<file path="src/core/dvf_params.svh">
// Constants for the data-valid and field-flag output block.
// Assumes inclusion by the design module only.
`ifndef DVF_PARAMS_SVH
`define DVF_PARAMS_SVH
`define DVF_VPS_LINE 9'h010
`define DVF_HT_N_BYTES 5'h10
`define DVF_HT_FIRST_RD 5'h05
`define DVF_HT_A_TX_BASE 6'h1A
`define DVF_HT_B_FIRST_RD 5'h09
`define DVF_HT_B_TX_BASE 6'h0E
`define DVF_HT_LAST_RD 5'h10
`define DVF_FIRST_TX 6'h0E
`define DVF_LAST_TX 6'h1D
`define DVF_DAV_RST 1'h1
`define DVF_FIELD_RST 1'h0
`define DVF_RD_RST 8'h00
`define DVF_RD_BLANK 8'h00
`define DVF_BYTE_MSB 3'h7
`endif

</file>
<file path="src/core/dvf_pkg.sv">
// Types for the data-valid and field-flag output block.
// Assumes dvf_params.svh sits in the include path.
package dvf_pkg;
	typedef enum logic [1:0] {
		DVF_MODE_VPS,
		DVF_MODE_P2,
		DVF_MODE_P1,
		DVF_MODE_HT
	} dvf_mode_e;

	// Line decoder outputs; field_start and line_start are synchronous one-cycle pulses
	typedef struct packed {
		logic field_start;
		logic first_field;
		logic line_start;
		logic [8:0] line_num;
	} dvf_sync_s;

	typedef struct packed {
		logic vps_ok;
		logic p2_ok;
		logic p1_ok;
		logic hdr_ok;
	} dvf_valid_s;

	// One received transmission byte with its position in the packet
	typedef struct packed {
		logic wr;
		logic [5:0] idx;
		logic [7:0] data;
	} dvf_byte_s;
endpackage

</file>
<file path="src/core/dvf_outputs.sv">
// Data-valid and first-field flag outputs plus header-time byte ordering.
// Assumes sync, line validity, slicer bytes and I2C stop strobe are
// one-cycle pulses synchronous to ref_clk_i from neighbouring blocks.
//
// Function
// RQ1: Data valid goes low in the line carrying valid data of the selected mode (line 16 for VPS).
// RQ2: In VPS mode data valid returns high at the start of line 16, before that line is evaluated.
// RQ3: In PDC modes data valid returns high at the beginning of the next field.
// RQ4: Data valid is forced high at the stop condition of any I2C access.
// RQ5: The field flag goes high at the beginning of the first field.
// RQ6: The field flag goes low at the beginning of the second field.
// RQ7: With test select high both outputs copy the auxiliary select input.
// RQ8: Header-time read bytes 5 to 8 carry transmission bytes 26 to 29, bit-reversed.
// RQ9: Header-time read bytes 9 to 16 carry transmission bytes 14 to 21, bit-reversed.
// RQ10: After reset data valid stays high until the first valid data line.
`include "dvf_params.svh"
module dvf_outputs (
	input wire logic ref_clk_i,
	input wire logic reset_n_i,
	input wire dvf_pkg::dvf_mode_e mode_i,
	input wire dvf_pkg::dvf_sync_s sync_i,
	input wire dvf_pkg::dvf_valid_s valid_i,
	input wire dvf_pkg::dvf_byte_s rx_byte_i,
	input wire logic i2c_stop_i,
	input wire logic test_select_in_i,
	input wire logic aux_select_in_i,
	input wire logic [4:0] rd_index_i,
	output logic data_valid_n_out_o,
	output logic first_field_flag_out_o,
	output logic [7:0] rd_data_o
);
	logic dav_n_reg;
	logic dav_n_next;
	logic field_reg;
	logic field_next;
	logic dav_n_out_reg;
	logic field_out_reg;
	logic [7:0] rd_data_reg;
	logic [7:0] ht_mem [`DVF_FIRST_TX:`DVF_LAST_TX];

	wire logic is_vps = (mode_i == dvf_pkg::DVF_MODE_VPS);
	wire logic vps_line = sync_i.line_start && (sync_i.line_num == `DVF_VPS_LINE);
	wire logic clr_vps = is_vps && vps_line; // RQ2
	wire logic clr_pdc = !is_vps && sync_i.field_start; // RQ3
	wire logic mode_ok =
		(mode_i == dvf_pkg::DVF_MODE_VPS) ? valid_i.vps_ok :
		(mode_i == dvf_pkg::DVF_MODE_P2) ? valid_i.p2_ok :
		(mode_i == dvf_pkg::DVF_MODE_P1) ? valid_i.p1_ok : valid_i.hdr_ok; // RQ1

	// Stop condition wins over new data: host must see a fresh edge later
	always_comb begin
		dav_n_next = dav_n_reg;
		if (clr_vps || clr_pdc)
			dav_n_next = 1'h1;
		if (mode_ok)
			dav_n_next = 1'h0; // RQ1
		if (i2c_stop_i)
			dav_n_next = 1'h1; // RQ4
	end

	always_comb begin
		field_next = field_reg;
		if (sync_i.field_start)
			field_next = sync_i.first_field; // RQ5 RQ6
	end

	always_ff @(posedge ref_clk_i or negedge reset_n_i) begin
		if (!reset_n_i) begin
			dav_n_reg <= `DVF_DAV_RST; // RQ10
			field_reg <= `DVF_FIELD_RST;
		end else begin
			dav_n_reg <= dav_n_next;
			field_reg <= field_next;
		end
	end

	// Test select muxes the registered copy so outputs stay flop-driven
	always_ff @(posedge ref_clk_i or negedge reset_n_i) begin
		if (!reset_n_i) begin
			dav_n_out_reg <= `DVF_DAV_RST; // RQ10
			field_out_reg <= `DVF_FIELD_RST;
		end else begin
			dav_n_out_reg <= test_select_in_i ? aux_select_in_i : dav_n_next; // RQ7
			field_out_reg <= test_select_in_i ? aux_select_in_i : field_next; // RQ7
		end
	end

	wire logic store_tx = rx_byte_i.wr && (rx_byte_i.idx >= `DVF_FIRST_TX) && (rx_byte_i.idx <= `DVF_LAST_TX);

	always_ff @(posedge ref_clk_i) begin
		if (store_tx)
			ht_mem[rx_byte_i.idx] <= rx_byte_i.data;
	end

	wire logic in_a = (rd_index_i >= `DVF_HT_FIRST_RD) && (rd_index_i < `DVF_HT_B_FIRST_RD);
	wire logic in_b = (rd_index_i >= `DVF_HT_B_FIRST_RD) && (rd_index_i <= `DVF_HT_LAST_RD);
	wire logic [5:0] tx_a = `DVF_HT_A_TX_BASE + 6'(rd_index_i - `DVF_HT_FIRST_RD); // RQ8
	wire logic [5:0] tx_b = `DVF_HT_B_TX_BASE + 6'(rd_index_i - `DVF_HT_B_FIRST_RD); // RQ9
	wire logic [7:0] raw = in_a ? ht_mem[tx_a] : in_b ? ht_mem[tx_b] : `DVF_RD_BLANK;
	logic [7:0] rev;

	// Transmission bit 0 lands in read bit 7
	generate
		for (genvar b = 0; b <= `DVF_BYTE_MSB; b++) begin : g_rev
			assign rev[`DVF_BYTE_MSB - b] = raw[b]; // RQ8 RQ9
		end
	endgenerate

	always_ff @(posedge ref_clk_i or negedge reset_n_i) begin
		if (!reset_n_i)
			rd_data_reg <= `DVF_RD_RST;
		else
			rd_data_reg <= (mode_i == dvf_pkg::DVF_MODE_HT) ? rev : `DVF_RD_BLANK;
	end

	assign data_valid_n_out_o = dav_n_out_reg;
	assign first_field_flag_out_o = field_out_reg;
	assign rd_data_o = rd_data_reg;
endmodule

</file>
<file path="config.mk">
export PLATFORM = sky130hd
export DESIGN_NAME = dvf_outputs
export DESIGN_NICKNAME = d
export VERILOG_FILES = /design/src/core/dvf_pkg.sv /design/src/core/dvf_outputs.sv
export VERILOG_INCLUDE_DIRS = /design/src /design/src/core
export SDC_FILE = /design/constraint.sdc
export NUM_CORES = 1
export LEC_CHECK = 0
export ABC_AREA = 1
export ABC_CLOCK_PERIOD_IN_PS = 900
export BUFFER_PORTS_ARGS = -buffer_cell sky130_fd_sc_hd__clkbuf_2
export CORE_ASPECT_RATIO = 1.25
export CORE_MARGIN = 1.5
export CORE_UTILIZATION = 53
export CTS_CLUSTER_DIAMETER = 50
export CTS_CLUSTER_SIZE = 8
export DETAILED_ROUTE_END_ITERATION = 16
export PLACE_DENSITY = 0.75
export SETUP_SLACK_MARGIN = 0.05
export SYNTH_ARGS = -nofsm -noshare
export SYNTH_HDL_FRONTEND = slang
export SYNTH_SLANG_ARGS = --single-unit
export TNS_END_PERCENT = 1
</file>
<file path="constraint.sdc">
create_clock -name ref_clk_i -period 0.9 [get_ports ref_clk_i]
set_input_delay 0.18 -clock ref_clk_i [delete_from_list [all_inputs] [get_ports ref_clk_i]]
set_output_delay 0.18 -clock ref_clk_i [all_outputs]
set_load 0.02 [all_outputs]
</file>
==> results by stage <==
Floorplanning:
- The initialized floorplan defines 43 standard-cell rows.
- The die is 97.6 um wide.
- The initial core utilization is 0.540.
- In this run the vertical extent of the chip is 121 um.
- The die covers 11800 um^2.
- In this run the standard cell core region covers 11000 um^2.
- In this run the count of I/O pins placed on the die edge is 53.

STA:
- Headroom to the max-slew limit came out at 0.695.
- The share of the clock period used by the worst path is 1.38.
- The final worst clock skew is 0.00611 ns.
- The final count of pins violating max slew is 0.
- The number of setup violations in the final report is 148.
- The routed design could run at a clock period as short as 1.25 ns.
- The post-route worst hold slack is 0.0258 ns.
- The highest achievable clock rate is 802 MHz.
- The hold violation total from the final report is 0.
- At the pin with the least slew margin, the transition time is 0.458 ns.
- Setup repair after global routing could not meet its margin everywhere.
- The final worst setup slack is -0.346 ns.

Layout:
- Excluding fillers, the count of instances in the completed layout stands at 767.
- The total number of nets in the final design is 665.
- The antenna cell count is 0.
- The number of flip-flops in the largest register is 128.
- The ratio of cells with drive above 1 in the final layout is 0.294.
- Counting flops per register, the top entry is ht_mem.
- Relative to the synthesized area, the layout overhead comes to 27.8%.

Place:
- The number of placed instances, taps included, is 730.
- The placer's final routability congestion estimate is 0.830.
- The post-DP HPWL is 8.96 mm.
- Buffers placed on the I/O ports in this run total 52.

Critical path:
- Among cell families on the critical path, the largest total delay comes from flip-flops.
- The register-to-register path setup slack is -0.16 ns.
- The largest stage delay on the critical path is 0.53 ns.
- The critical path class is register to output port.
- The nature of the critical path endpoint is an output port.
- The worst setup path startpoint is data_valid_n_out_o.
- The reg-to-reg critical path endpoint is data_valid_n_out_o.
- The start of the worst register-to-register path is dav_n_reg.
- The worst reg2reg path depth is 8.
- The critical path data arrival time is 1.07 ns.
- The standard cell with the maximum stage delay on the critical path is sky130_fd_sc_hd__dfstp_2.
- The worst setup path is launched from a register.
- The required time of the critical path is 0.72 ns.
- Traced cell by cell, the critical path runs through buf_8.
- Along the worst path, the maximum fanout reaches 1.
- Together, buffers and inverters on the worst path number 1.

Logic synthesis:
- The most numerous cell in the Yosys netlist is sky130_fd_sc_hd__nand2_1.
- By count the netlist is led by 176 x sky130_fd_sc_hd__nand2_1, 128 x sky130_fd_sc_hd__edfxtp_1, 84 x sky130_fd_sc_hd__nand3_1, 29 x sky130_fd_sc_hd__nor2_1, 23 x sky130_fd_sc_hd__inv_1.
- The cell taking the most area after synthesis is sky130_fd_sc_hd__edfxtp_1.
- The number of different library cells used by synthesis comes to 25.
- The number of standard cells after synthesis is 530.
- Of the post-synthesis cell area, the dominant cell type holds 0.648.
- By area the synthesized netlist is led by sky130_fd_sc_hd__edfxtp_1 65%, sky130_fd_sc_hd__nand2_1 11%, sky130_fd_sc_hd__nand3_1 7.1%, sky130_fd_sc_hd__dfrtp_1 4.2%, sky130_fd_sc_hd__nor2_1 1.8%.
- The count of flip-flops with a built-in enable after synthesis is 128.
- In this run the cell area of the synthesized design comes to 5930 um^2.
- The proportion of synthesized flip-flops having asynchronous set or reset is 0.0857.
- The total nets after synthesis is 576.
- The synthesized design contains 140 register bits.
- For this run, the register share of the synthesized area comes to 0.699.
- The synthesized area per cell is 11.2 um^2.
- For this run, the leading register cell type out of synthesis is sky130_fd_sc_hd__edfxtp_1.
- For this run, the number of Yosys warnings is 0.

Worst hold path:
- The worst hold endpoint is field_reg.
- The worst hold path was traced through 2 stages.
- The kind of path behind the tightest hold check is input port to register.
- The startpoint of the worst hold path is sync_i[10].

CTS:
- The root buffer cell is sky130_fd_sc_hd__clkbuf_16.
- In this run the number of H-tree levels came out at 4.
- The clock reaches the later pin of the worst-skew pair after 0.43 ns.
- The number of CTS-inserted buffers is 17.
- The longest clock path from root to sink contains 2 buffers.
- The clock transition at the registers of the reported paths is 0.06 ns.
- The CTS tree is yes.
- The clock net in this run drives a total of 140 sinks.

GRT:
- The number of global-route vias before repair is 4301.
- The number of antenna violations at the first check in global routing came to 0.
- The total grt overflow is 0.
- The pin count of the biggest net entering global routing is 54.
- Across every metal layer, demand over resource in global routing totals 0.247.
- The global-route wire length before repair is 21.8 mm.

Drt:
- In this run, the number of DRC markers left after iteration 0 of detailed routing was 368.
- The vias per cell is 5.61.
- The post-route DRC violation count is 0.
- In this run the remaining antenna-violating nets after routing total 0.
- The detailed-route wire length per cell is 18.2 um.
- The via count is 4301.
- The total wirelength of the detailed-routed design is 13.9 mm.
- The first-pass detailed-route iteration total is 5.

Outcome:
- The checks that failed: setup timing.
- The run finished, with violations left.

Power:
- The power density over the cells is 2040 nW/um^2.
- The standby leakage power is 2.98 nW.
- Across the VDD grid, the largest voltage drop is 1470 uV.

Flow run:
- Across the run, the number of max-cap violations was 0.
==> where the power goes <==
group | internal [mW] | switching [mW]
clock | 4.05 | 2.69
sequential | 7.16 | 0.0191
combinational | 0.615 | 0.956
total | 11.8 | 3.66
==> final cells by class <==
| cell class | instances | area (um^2) |
|---|---|---|
| Clock buffer | 17 | 425 |
| Clock inverter | 15 | 148 |
| Fill cell | 753 | 3400 |
| Inverter | 25 | 114 |
| Multi-Input combinational cell | 343 | 1810 |
| Sequential cell | 140 | 4150 |
| Tap cell | 135 | 169 |
| Timing Repair Buffer | 92 | 767 |
==> through the flow <==
stage | utilization | worst slack, ns | area (um^2) | TNS (ns) | power (mW)
floorplan | - | -0.475 | 6190 | -61.44 | 8.15
global placement | 0.621 | -0.734 | 6820 | -87.33 | 8.73
detailed placement | 0.621 | -0.821 | 6820 | -97.48 | 8.77
CTS | 0.689 | -0.369 | 7560 | -28.04 | 15.5
global route | 0.690 | -0.367 | 7580 | -39.29 | 15.9
finish | 0.690 | -0.346 | 7580 | -29.58 | 15.5
==> cells by family after synthesis <==
| logic type | count (synthesis) | synth area share |
|---|---|---|
| buf+inv | 47 | 0.0342 |
| simple gates | 315 | 0.233 |
| fa+ha+maj | 3 | 0.00633 |
| xor+xnor | 2 | 0.00549 |
| mux | 1 | 0.00190 |
| flops | 140 | 0.699 |
| compound gates | 22 | 0.0194 |
==> cell usage in the layout (no fill, tap or decap), types with 3 or more instances in the layout <==
cell type	Yosys	layout
sky130_fd_sc_hd__clkbuf_2	0	42
sky130_fd_sc_hd__nor3_1	5	3
sky130_fd_sc_hd__nand3_2	8	11
sky130_fd_sc_hd__clkinv_1	0	3
sky130_fd_sc_hd__nor2_2	7	10
sky130_fd_sc_hd__a21oi_2	0	10
sky130_fd_sc_hd__inv_1	23	22
sky130_fd_sc_hd__nand2_4	0	3
sky130_fd_sc_hd__dfrtp_1	10	10
sky130_fd_sc_hd__buf_6	1	5
sky130_fd_sc_hd__edfxtp_1	128	128
sky130_fd_sc_hd__buf_12	0	8
sky130_fd_sc_hd__nand2_1	176	168
sky130_fd_sc_hd__dlygate4sd3_1	0	4
sky130_fd_sc_hd__nand2_2	0	5
sky130_fd_sc_hd__nor2_4	1	15
sky130_fd_sc_hd__buf_8	0	4
sky130_fd_sc_hd__clkinvlp_4	0	6
sky130_fd_sc_hd__buf_4	0	19
sky130_fd_sc_hd__nor2_1	29	12
sky130_fd_sc_hd__clkbuf_16	0	17
sky130_fd_sc_hd__a21oi_1	19	9
sky130_fd_sc_hd__buf_2	15	7
sky130_fd_sc_hd__nand3_1	84	81
==> layer usage <==
metal  up-vias  wire, um  track usage
li1       2002         -            -
met4         0       419        0.118
met5         -         0            0
met2       233      7020        0.410
met3        31      1120       0.0714
met1      2035      5380        0.299
==> timing repair <==
action	CTS	global route
setup endpoints to repair	149	149
endpoints found under the hold margin	15	0
hold buffers	4	0
pin swaps	4	0
resized for setup	30	15
gates cloned	0	0
buffers inserted	1	0
==> worst max-delay path by stage <==
stage	endpoint	slack [ns]	cells after the start
floorplan	rd_data_o[6]	-0.48	10
global placement	rd_data_o[2]	-0.73	10
detailed placement	ht_mem[27][0]	-0.82	7
CTS	data_valid_n_out_o	-0.37	1
global route	data_valid_n_out_o	-0.37	1
finish	data_valid_n_out_o	-0.35	1
Note: power is estimated with default switching activity, not from simulation.
